**src/verilog/gpx_pkg.sv**
```systemverilog
// Purpose: shared constants and types for the gpio port block
// Assumes: 32-bit APB, one aligned word per register
// Notes: pin kinds select per-pin pad capability

package gpx_pkg;
    localparam int GPX_PINS = 8;
    // register byte offsets
    localparam logic [11:0] GPX_OFF_VALUE = 12'h000;
    localparam logic [11:0] GPX_OFF_DIR = 12'h004;
    localparam logic [11:0] GPX_OFF_OPT = 12'h008;
    localparam logic [11:0] GPX_OFF_SENS = 12'h00C;
    localparam logic [11:0] GPX_OFF_PEND = 12'h010;
    // reset values
    localparam logic [7:0] GPX_RST_PORT = 8'h00;
    localparam logic [1:0] GPX_RST_SENS = 2'h0;
    // sensitivity field codes
    localparam logic [1:0] GPX_SENS_FALL_LOW = 2'h0;
    localparam logic [1:0] GPX_SENS_RISE = 2'h1;
    localparam logic [1:0] GPX_SENS_FALL = 2'h2;
    localparam logic [1:0] GPX_SENS_BOTH = 2'h3;
    // pin pad kinds
    localparam logic [1:0] GPX_KIND_STD = 2'h0;
    localparam logic [1:0] GPX_KIND_IRQ_PU = 2'h1;
    localparam logic [1:0] GPX_KIND_IRQ_FL = 2'h2;
    localparam logic [1:0] GPX_KIND_TOD = 2'h3;

    // peripheral claim on one pin
    typedef struct packed {
        logic out_en;   // peripheral drives the pin
        logic out_val;  // level it drives
        logic out_od;   // open-drain style drive
        logic in_en;    // peripheral takes the pin as input
    } gpx_alt_t;

    // pad control for one pin
    typedef struct packed {
        logic o;
        logic oe_n;
        logic pull_up;
    } gpx_pad_t;
endpackage

```
**src/verilog/gpx_port.sv**
```systemverilog
// Purpose: 8-pin gpio port with alternate functions and external irq
// Assumes: pins and alt signals synchronous to pclk
// Notes: pad oe_n low means the pad drives o
//
// Local design decisions: the register offsets and the APB slave port.
`timescale 1ns/1ps

module gpx_port
    import gpx_pkg::*;
#(
    parameter int NPINS = GPX_PINS,
    parameter logic [2*GPX_PINS-1:0] PIN_KIND = {8{GPX_KIND_IRQ_PU}}
) (
    input wire logic pclk,                     // bus clock
    input wire logic presetn,                  // async reset, low
    input wire logic psel,                     // apb select
    input wire logic penable,                  // apb access phase
    input wire logic pwrite,                   // apb direction
    input wire logic [11:0] paddr,             // apb byte address
    input wire logic [31:0] pwdata,            // apb write data
    input wire logic [3:0] pstrb,              // apb byte strobes
    output logic [31:0] prdata,                // apb read data
    output logic pready,                       // apb ready
    output logic pslverr,                      // apb error
    input wire logic [NPINS-1:0] pin_i,        // pin levels
    output gpx_pad_t [NPINS-1:0] pad_o,        // pad controls
    input wire gpx_alt_t [NPINS-1:0] alt_i,    // peripheral claims
    output logic [NPINS-1:0] alt_in_o,         // levels to peripherals
    input wire logic cpu_irq_masked,           // cpu interrupt mask set
    input wire logic vector_fetch,             // irq vector fetched, pulse
    output logic ext_irq_req,                  // request to cpu
    output logic wake_req                      // wake from wait/halt
);
    logic [NPINS-1:0] port_value_reg_r;
    logic [NPINS-1:0] pin_direction_r;
    logic [NPINS-1:0] pin_option_r;
    logic [1:0] ext_irq_sensitivity_ctrl_r;
    logic [NPINS-1:0] pin_prev_r;
    logic pend_r;
    logic pend_nxt;
    logic [31:0] prdata_r;
    logic [31:0] rd_mux;

    // apb decode
    wire logic acc = psel && penable;
    wire logic wr_acc = acc && pwrite && pstrb[0];
    wire logic hit_value = (paddr == GPX_OFF_VALUE);
    wire logic hit_dir = (paddr == GPX_OFF_DIR);
    wire logic hit_opt = (paddr == GPX_OFF_OPT);
    wire logic hit_sens = (paddr == GPX_OFF_SENS);
    wire logic hit_pend = (paddr == GPX_OFF_PEND);
    wire logic hit_any = hit_value | hit_dir | hit_opt | hit_sens | hit_pend;
    wire logic sens_wr = wr_acc && hit_sens;
    wire logic [NPINS-1:0] irq_mode;
    wire logic [NPINS-1:0] qual_evt;
    wire logic [NPINS-1:0] rd_value;
    wire logic any_evt = |qual_evt;

    // per-pin mode decode and pad drive
    genvar g;
    generate
        for (g = 0; g < NPINS; g++) begin : g_pin
            wire logic [1:0] kind = PIN_KIND[2*g +: 2];
            wire logic tod = (kind == GPX_KIND_TOD);
            wire logic irq_cap = (kind == GPX_KIND_IRQ_PU) || (kind == GPX_KIND_IRQ_FL);
            wire logic dir = pin_direction_r[g];
            wire logic opt = pin_option_r[g];
            // alt drive wins over gpio setup
            wire logic drv = alt_i[g].out_en || dir;
            wire logic val = alt_i[g].out_en ? alt_i[g].out_val : port_value_reg_r[g];
            // push-pull with opt set or on alt push-pull drive, never on true open-drain
            wire logic pp = alt_i[g].out_en ? (!alt_i[g].out_od && !tod)
                                            : (opt && !tod);
            wire logic pu = !drv && opt && !tod && (kind != GPX_KIND_IRQ_FL);
            assign irq_mode[g] = irq_cap && !dir && opt;
            assign pad_o[g].o = val;
            // pad driven for push-pull, or for low on open-drain
            assign pad_o[g].oe_n = !(drv && (pp || !val));
            assign pad_o[g].pull_up = pu;
            // reads: latch in output, alt output or pin in input
            assign rd_value[g] = dir ? port_value_reg_r[g]
                               : (alt_i[g].out_en ? alt_i[g].out_val
                                                  : pin_i[g]);
            assign alt_in_o[g] = dir ? port_value_reg_r[g] : pin_i[g];
        end
    endgenerate

    // per-pin qualification by group sensitivity
    generate
        for (g = 0; g < NPINS; g++) begin : g_evt
            wire logic rise = pin_i[g] && !pin_prev_r[g];
            wire logic fall = !pin_i[g] && pin_prev_r[g];
            wire logic hit = (ext_irq_sensitivity_ctrl_r == GPX_SENS_FALL_LOW) ? !pin_i[g]
                           : (ext_irq_sensitivity_ctrl_r == GPX_SENS_RISE) ? rise
                           : (ext_irq_sensitivity_ctrl_r == GPX_SENS_FALL) ? fall
                           : (rise || fall);
            assign qual_evt[g] = irq_mode[g] && hit;
        end
    endgenerate

    // pending latch: event sets, fetch or sensitivity write clears, set wins
    assign pend_nxt = any_evt ? 1'b1
                    : ((vector_fetch || sens_wr) ? 1'b0 : pend_r);

    assign ext_irq_req = pend_r && !cpu_irq_masked;
    assign wake_req = pend_r;

    // read mux, pending latch reads as zero
    assign rd_mux = hit_value ? {{(32-NPINS){1'b0}}, rd_value}
                  : hit_dir ? {{(32-NPINS){1'b0}}, pin_direction_r}
                  : hit_opt ? {{(32-NPINS){1'b0}}, pin_option_r}
                  : hit_sens ? {30'h0, ext_irq_sensitivity_ctrl_r}
                  : 32'h0;

    assign pready = 1'b1;
    assign pslverr = acc && !hit_any;
    assign prdata = prdata_r;

    // register writes, byte lane 0 holds all fields
    always_ff @(posedge pclk or negedge presetn) begin
        if (!presetn) begin
            port_value_reg_r <= GPX_RST_PORT;
            pin_direction_r <= GPX_RST_PORT;
            pin_option_r <= GPX_RST_PORT;
            ext_irq_sensitivity_ctrl_r <= GPX_RST_SENS;
        end else if (wr_acc) begin
            if (hit_value) begin
                port_value_reg_r <= pwdata[NPINS-1:0];
            end
            if (hit_dir) begin
                pin_direction_r <= pwdata[NPINS-1:0];
            end
            if (hit_opt) begin
                pin_option_r <= pwdata[NPINS-1:0];
            end
            if (hit_sens) begin
                ext_irq_sensitivity_ctrl_r <= pwdata[1:0];
            end
        end
    end

    // pin history, pending latch, read data
    always_ff @(posedge pclk or negedge presetn) begin
        if (!presetn) begin
            pin_prev_r <= GPX_RST_PORT;
            pend_r <= 1'b0;
            prdata_r <= 32'h0;
        end else begin
            pin_prev_r <= pin_i;
            pend_r <= pend_nxt;
            prdata_r <= (psel && !penable && !pwrite) ? rd_mux : prdata_r;
        end
    end

    // checks
    chk_fetch_clears: assert property (@(posedge pclk) disable iff (!presetn)
        vector_fetch && !any_evt |=> !pend_r)
        else $error("pending survived vector fetch");
    chk_sens_clears: assert property (@(posedge pclk) disable iff (!presetn)
        sens_wr && !any_evt |=> !pend_r)
        else $error("pending survived sensitivity write");
    chk_evt_sets: assert property (@(posedge pclk) disable iff (!presetn)
        any_evt |=> pend_r)
        else $error("qualified event lost");
    chk_mask_gates: assert property (@(posedge pclk) disable iff (!presetn)
        ext_irq_req |-> pend_r && !cpu_irq_masked)
        else $error("request while masked");
    chk_noirq_mode: assert property (@(posedge pclk) disable iff (!presetn)
        (irq_mode == '0) && !pend_r |=> !pend_r)
        else $error("request without interrupt input");
    chk_out_read: assert property (@(posedge pclk) disable iff (!presetn)
        (psel && !penable && !pwrite && hit_value) |=>
        (prdata[NPINS-1:0] & $past(pin_direction_r))
        == ($past(port_value_reg_r) & $past(pin_direction_r)))
        else $error("output read not latch");

    // value bits follow the written word
    chk_wr_value: assert property (@(posedge pclk) disable iff (!presetn)
        wr_acc && hit_value |=> port_value_reg_r == $past(pwdata[NPINS-1:0]))
        else $error("value write lost");

    // direction bits follow the written word
    chk_wr_dir: assert property (@(posedge pclk) disable iff (!presetn)
        wr_acc && hit_dir |=> pin_direction_r == $past(pwdata[NPINS-1:0]))
        else $error("direction write lost");

    // option bits follow the written word
    chk_wr_opt: assert property (@(posedge pclk) disable iff (!presetn)
        wr_acc && hit_opt |=> pin_option_r == $past(pwdata[NPINS-1:0]))
        else $error("option write lost");

    // sensitivity field follows the written word
    chk_wr_sens: assert property (@(posedge pclk) disable iff (!presetn)
        sens_wr |=> ext_irq_sensitivity_ctrl_r == $past(pwdata[1:0]))
        else $error("sensitivity write lost");

    // without a write the port setup stays put
    chk_cfg_hold: assert property (@(posedge pclk) disable iff (!presetn)
        !wr_acc |=> $stable(pin_direction_r) && $stable(pin_option_r)
        && $stable(port_value_reg_r))
        else $error("port setup moved without write");

    // latch keeps its state unless set or cleared
    chk_pend_hold: assert property (@(posedge pclk) disable iff (!presetn)
        !any_evt && !vector_fetch && !sens_wr |=> pend_r == $past(pend_r))
        else $error("pending changed by itself");

    // a masked request still wakes the device
    chk_wake_mask: assert property (@(posedge pclk) disable iff (!presetn)
        pend_r && cpu_irq_masked |-> wake_req && !ext_irq_req)
        else $error("masked request handling wrong");

    // hidden latch reads back as zero
    chk_pend_read: assert property (@(posedge pclk) disable iff (!presetn)
        psel && !penable && !pwrite && hit_pend |=> prdata == 32'h0)
        else $error("pending latch readable");

    // upper read bits are always zero
    chk_upper_zero: assert property (@(posedge pclk) disable iff (!presetn)
        psel && !penable && !pwrite |=> prdata[31:NPINS] == '0)
        else $error("upper read bits set");

    // unmapped access flags an error
    chk_err_flag: assert property (@(posedge pclk) disable iff (!presetn)
        acc |-> pslverr == !hit_any)
        else $error("error flag wrong");

    // per-pin pad, read and event checks
    generate
        for (g = 0; g < NPINS; g++) begin : g_chk
            wire logic [1:0] ck_kind = PIN_KIND[2*g +: 2];
            wire logic ck_tod = (ck_kind == GPX_KIND_TOD);
            wire logic ck_dir = pin_direction_r[g];
            wire logic ck_opt = pin_option_r[g];
            wire logic ck_alt = alt_i[g].out_en;
            wire logic ck_rd = psel && !penable && !pwrite && hit_value;
            wire logic [1:0] ck_sens = ext_irq_sensitivity_ctrl_r;

            // peripheral push-pull drive reaches the pad
            chk_alt_force: assert property (@(posedge pclk) disable iff (!presetn)
                ck_alt && !alt_i[g].out_od && !ck_tod |-> !pad_o[g].oe_n
                && pad_o[g].o == alt_i[g].out_val)
                else $error("alt drive not forced");

            // input pin without peripheral stays undriven
            chk_input_float: assert property (@(posedge pclk) disable iff (!presetn)
                !ck_dir && !ck_alt |-> pad_o[g].oe_n)
                else $error("input pin driven");

            // open-drain high leaves the pad floating
            chk_od_float: assert property (@(posedge pclk) disable iff (!presetn)
                !ck_alt && ck_dir && !ck_opt && port_value_reg_r[g] |-> pad_o[g].oe_n)
                else $error("open-drain high driven");

            // true open-drain never drives high
            chk_tod_float: assert property (@(posedge pclk) disable iff (!presetn)
                ck_tod && !ck_alt && ck_dir && port_value_reg_r[g] |-> pad_o[g].oe_n)
                else $error("true open-drain driven high");

            // output low is driven low in either style
            chk_out_low: assert property (@(posedge pclk) disable iff (!presetn)
                !ck_alt && ck_dir && !port_value_reg_r[g] |-> !pad_o[g].oe_n
                && !pad_o[g].o)
                else $error("output low not driven");

            // push-pull drives the latch level
            chk_pp_drive: assert property (@(posedge pclk) disable iff (!presetn)
                !ck_alt && ck_dir && ck_opt && !ck_tod |-> !pad_o[g].oe_n
                && pad_o[g].o == port_value_reg_r[g])
                else $error("push-pull level wrong");

            // true open-drain has no pull-up
            chk_tod_nopull: assert property (@(posedge pclk) disable iff (!presetn)
                ck_tod |-> !pad_o[g].pull_up)
                else $error("pull-up on true open-drain");

            // standard pin with option set pulls up in input
            chk_pull_std: assert property (@(posedge pclk) disable iff (!presetn)
                ck_kind == GPX_KIND_STD && !ck_dir && !ck_alt && ck_opt |-> pad_o[g].pull_up)
                else $error("standard pull-up missing");

            // interrupt pin with pull-up variant pulls up
            chk_pull_irq: assert property (@(posedge pclk) disable iff (!presetn)
                ck_kind == GPX_KIND_IRQ_PU && !ck_dir && !ck_alt && ck_opt |-> pad_o[g].pull_up)
                else $error("interrupt pull-up missing");

            // floating interrupt variant never pulls up
            chk_irqfl_nopull: assert property (@(posedge pclk) disable iff (!presetn)
                ck_kind == GPX_KIND_IRQ_FL |-> !pad_o[g].pull_up)
                else $error("pull-up on floating interrupt pin");

            // option clear means floating
            chk_float_opt0: assert property (@(posedge pclk) disable iff (!presetn)
                !ck_opt |-> !pad_o[g].pull_up)
                else $error("pull-up with option clear");

            // output direction feeds latch to peripheral
            chk_alt_in_latch: assert property (@(posedge pclk) disable iff (!presetn)
                ck_dir |-> alt_in_o[g] == port_value_reg_r[g])
                else $error("peripheral input not latch");

            // input direction feeds pin to peripheral
            chk_alt_in_pin: assert property (@(posedge pclk) disable iff (!presetn)
                !ck_dir |-> alt_in_o[g] == pin_i[g])
                else $error("peripheral input not pin");

            // input read returns the pin level
            chk_in_read: assert property (@(posedge pclk) disable iff (!presetn)
                ck_rd && !ck_dir && !ck_alt |=> prdata[g] == $past(pin_i[g]))
                else $error("input read not pin");

            // input read with alt output returns alt level
            chk_alt_read: assert property (@(posedge pclk) disable iff (!presetn)
                ck_rd && !ck_dir && ck_alt |=> prdata[g] == $past(alt_i[g].out_val))
                else $error("alt output not read back");

            // low level sets the latch
            chk_level_evt: assert property (@(posedge pclk) disable iff (!presetn)
                irq_mode[g] && ck_sens == GPX_SENS_FALL_LOW && !pin_i[g] |=> pend_r)
                else $error("low level missed");

            // rising edge sets the latch
            chk_rise_evt: assert property (@(posedge pclk) disable iff (!presetn)
                irq_mode[g] && ck_sens == GPX_SENS_RISE && pin_i[g] && !pin_prev_r[g]
                |=> pend_r)
                else $error("rising edge missed");

            // falling edge sets the latch
            chk_fall_evt: assert property (@(posedge pclk) disable iff (!presetn)
                irq_mode[g] && ck_sens == GPX_SENS_FALL && !pin_i[g] && pin_prev_r[g]
                |=> pend_r)
                else $error("falling edge missed");
        end
    endgenerate
endmodule

```
**config.mk**
```make
export PLATFORM = sky130hd
export DESIGN_NAME = gpx_port
export DESIGN_NICKNAME = d
export VERILOG_FILES = /design/src/verilog/gpx_pkg.sv /design/src/verilog/gpx_port.sv
export SDC_FILE = /design/constraint.sdc
export NUM_CORES = 1
export LEC_CHECK = 0
export BUFFER_PORTS_ARGS = -buffer_cell sky130_fd_sc_hd__buf_2
export CORE_UTILIZATION = 46
export DETAILED_ROUTE_END_ITERATION = 16
export HOLD_SLACK_MARGIN = 0.03
export PLACE_DENSITY_LB_ADDON = 0.15
export SLEW_MARGIN = 20
export SYNTH_ARGS = -nofsm -noshare
export SYNTH_HDL_FRONTEND = slang
export SYNTH_SLANG_ARGS = --single-unit
export TNS_END_PERCENT = 100
```
**constraint.sdc**
```tcl
create_clock -name pclk -period 2.16 [get_ports pclk]
set_input_delay 0.108 -clock pclk [delete_from_list [all_inputs] [get_ports pclk]]
set_output_delay 0.108 -clock pclk [all_outputs]
set_load 0.005 [all_outputs]
```
==> impl_metrics.csv <==
group,metric,value,unit
outcome,outcome,"completed",
detailed_routing,routed_wirelength,7130,µm
finish,diodes,0,
sta,tightest_slew,0.493,ns
critical_path,cp_top_family,"flip-flops",
synth,ys_warn_count,0,
sta,finalCritPeriodShare,0.807,
finish,area_growth,18.2,%
sta,setup_slack,0.417,ns
place,place_hpwl,5380,µm
power,clkPwrFrac,0.336,
critical_path,path_max_fanout,17,
global_route,grt_max_degree,20,
detailed_routing,wl_per_cell,13.8,µm
critical_path,critPathLaunchType,"register",
cts,root_buffer,"clkbuf_8",
synth,syn_inst,337,
critical_path,critPathSlowestCell,"dfrtp_1",
sta,finalMaxSlewViolations,0,
floorplanning,initial_core_util,0.475,
critical_path,cp_cell_sequence,"buf_4, nor2_1, a211oi_1, a211oi_1, nor4_1, nand4_1",
power,finalPower,1690,µW
place,gp_congestion,0.842,
cts,htreeDepth,2,
global_route,grt.total_usage,0.199,
finish,layout_commonest_cell,"buf_2",
global_route,antenna_found_initial,0,
detailed_routing,ant_nets,0,
floorplanning,die-area,7320,µm²
critical_path,cp-end-kind,"register",
critical_path,crit_top_cell,"a211oi_1",
place,pre_cts_ws,0.145,ns
synth,synthFlopType,"dfrtp_1",
detailed_routing,viasPerCell,5.16,
critical_path,crit_type,"register to register",
cts,cts_tree,"yes",
detailed_routing,drc_errors,0,
synth,avgSynthCellArea,9.53,µm²
floorplanning,core_area,6760,µm²
cts,clk_latency,0.29,ns
critical_path,cp.depth,6,
power,p_comb_frac,0.169,
critical_path,cp.arrival,1.90,ns
synth,synth_area_leaders,"dfrtp_1 34%, buf_4 9.6%, mux2_2 9.1%, ha_1 6.2%, mux2_4 3.7%",
job,drv_cap,0,
floorplanning,rows,30,
critical_path,path_buf_inv,1,
synth,synth_edf_count,0,
hold_path,worstHoldPathCells,2,
power,p_int,1250,µW
global_route,grt_pass1_vias,2366,
finish,fillers,655,
synth,synth_top_area_frac,0.335,
global_route,grt_pass1_wl,11300,µm
synth,synth_cell_type_count,44,
floorplanning,die_h,85.6,µm
finish,final_area,3790,µm²
sta,timing_hold_violations_final,0,
sta,fin_tns_setup,0,ns
synth,synth-seq-cells,43,
power,ir_drop,0.270,mV
cts,postCtsSetupRepairBufs,0,
global_route,grt-ovfl-total,0,
critical_path,cpPeakStageDelay,0.65,ns
detailed_routing,drtIter0Drc,68,
sta,whs,0.0696,ns
power,leakagePower,0.00194,µW
power,p_sw,434,µW
sta,max_clock_freq,574,MHz
synth,syn_area,3210,µm²
floorplanning,die_w,85.6,µm
cts,ctsResizeCount,0,
power,swShare,0.257,
sta,setup_violations,0,
power,cellPowerDensity,444,nW/µm²
sta,rsz0062_at_grt,"false",
finish,final_cell_mix,"102 x buf_2, 43 x dfrtp_1, 26 x mux2_2",
synth,synthArstFlopShare,1.00,
cts,cts.sink_count,43,
critical_path,rr_worst_depth,6,
synth,seq_area_frac_synth,0.335,
place,dpl_cell_area,3600,µm²
detailed_routing,firstDrtPassIters,4,
detailed_routing,dr_total_vias,2665,
cts,numCtsBuffers,5,
place,portBuffers,102,
power,power_frac_seq,0.495,
sta,slew_headroom,0.663,
sta,finClkSkew,0.00870,ns
synth,synth_top_cell_by_area,"dfrtp_1",
finish,layout-drive-gt1-share,0.385,
critical_path,worstPathRequired,2.32,ns
floorplanning,pin_count,163,
hold_path,hp-class,"input port to register",
sta,layout_min_cycle_time,1.74,ns
cts,path_clk_slew,0.09,ns
cts,cts_hold_buf,9,
finish,nNetsFinal,546,
cts,clock_path_buffers,2,
==> Yosys cell counts (all sizes together), types with 3 or more instances <==
cell,n
a2111oi,3
a211oi,7
a21oi,18
a22oi,4
a31o,6
buf,43
clkbuf,8
dfrtp,43
ha,16
inv,24
mux2,34
mux2i,8
nand2,19
nand2b,17
nand3,4
nor2,24
nor4,3
o21ai,22
o22ai,4
o31ai,4
==> through the flow <==
step,std cells,utilization
floorplan,360,-
global placement,499,0.533
detailed placement,499,0.533
CTS,516,0.562
global route,516,0.562
finish,516,0.562
==> routing by layer <==
layer / global-route usage / up-vias / routed length, µm
li1: - / 1316 / -
met1: 0.275 / 1255 / 3320
met2: 0.324 / 87 / 3400
met3: 0.0289 / 7 / 326
met4: 0.0576 / 0 / 76
met5: 0 / - / 0
==> logic make-up after synthesis <==
group,count (synthesis),synth area share
multiplexers,44,0.168
AND/OR/NAND/NOR,82,0.141
other,2,0.00234
buffers and inverters,75,0.144
flip-flops,43,0.335
adder cells (fa/ha/maj),16,0.0623
AO/OA/AOI/OAI,75,0.148
==> sequential cells by signal, summed over array words and instances, names as in the netlist <==
name	cells
port_value_reg_r	8
wake_req	1
pin_prev_r	8
ext_irq_sensitivity_ctrl_r	2
pin_direction_r	8
prdata	8
pin_option_r	8
==> path summary, 6_finish.rpt <==
| check | startpoint | endpoint | slack, ns |
|---|---|---|---|
| min in group asynchronous | presetn | port_value_reg_r[3] | 0.28 |
| worst min-delay path | pwdata[2] | pin_direction_r[2] | 0.07 |
| max in group asynchronous | presetn | pin_direction_r[6] | 1.28 |
| worst max register to register | ext_irq_sensitivity_ctrl_r[0] | wake_req | 0.42 |
| worst max-delay path | ext_irq_sensitivity_ctrl_r[0] | wake_req | 0.42 |
| worst min register to register | prdata[4] | prdata[4] | 0.52 |
==> cell type report <==
type | count | area, µm² | share of cell area
well taps | 80 | 100 | 0.0264
multi-input cells | 242 | 1760 | 0.465
clock inverters | 1 | 7.51 | 0.00198
inverters | 24 | 90.1 | 0.0237
flip-flops and latches | 43 | 1080 | 0.284
clock buffers | 7 | 96.3 | 0.0254
repair buffers | 119 | 661 | 0.174
==> power by group through the flow <==
stage	sequential, µW	clock, µW	combinational [µW]
after CTS	835	592	288
after global placement	851	0	269
final	835	567	284
after detailed placement	851	0	274
after floorplan	851	0	162
after global routing	838	616	323
Power figures use the tool's default switching activity.
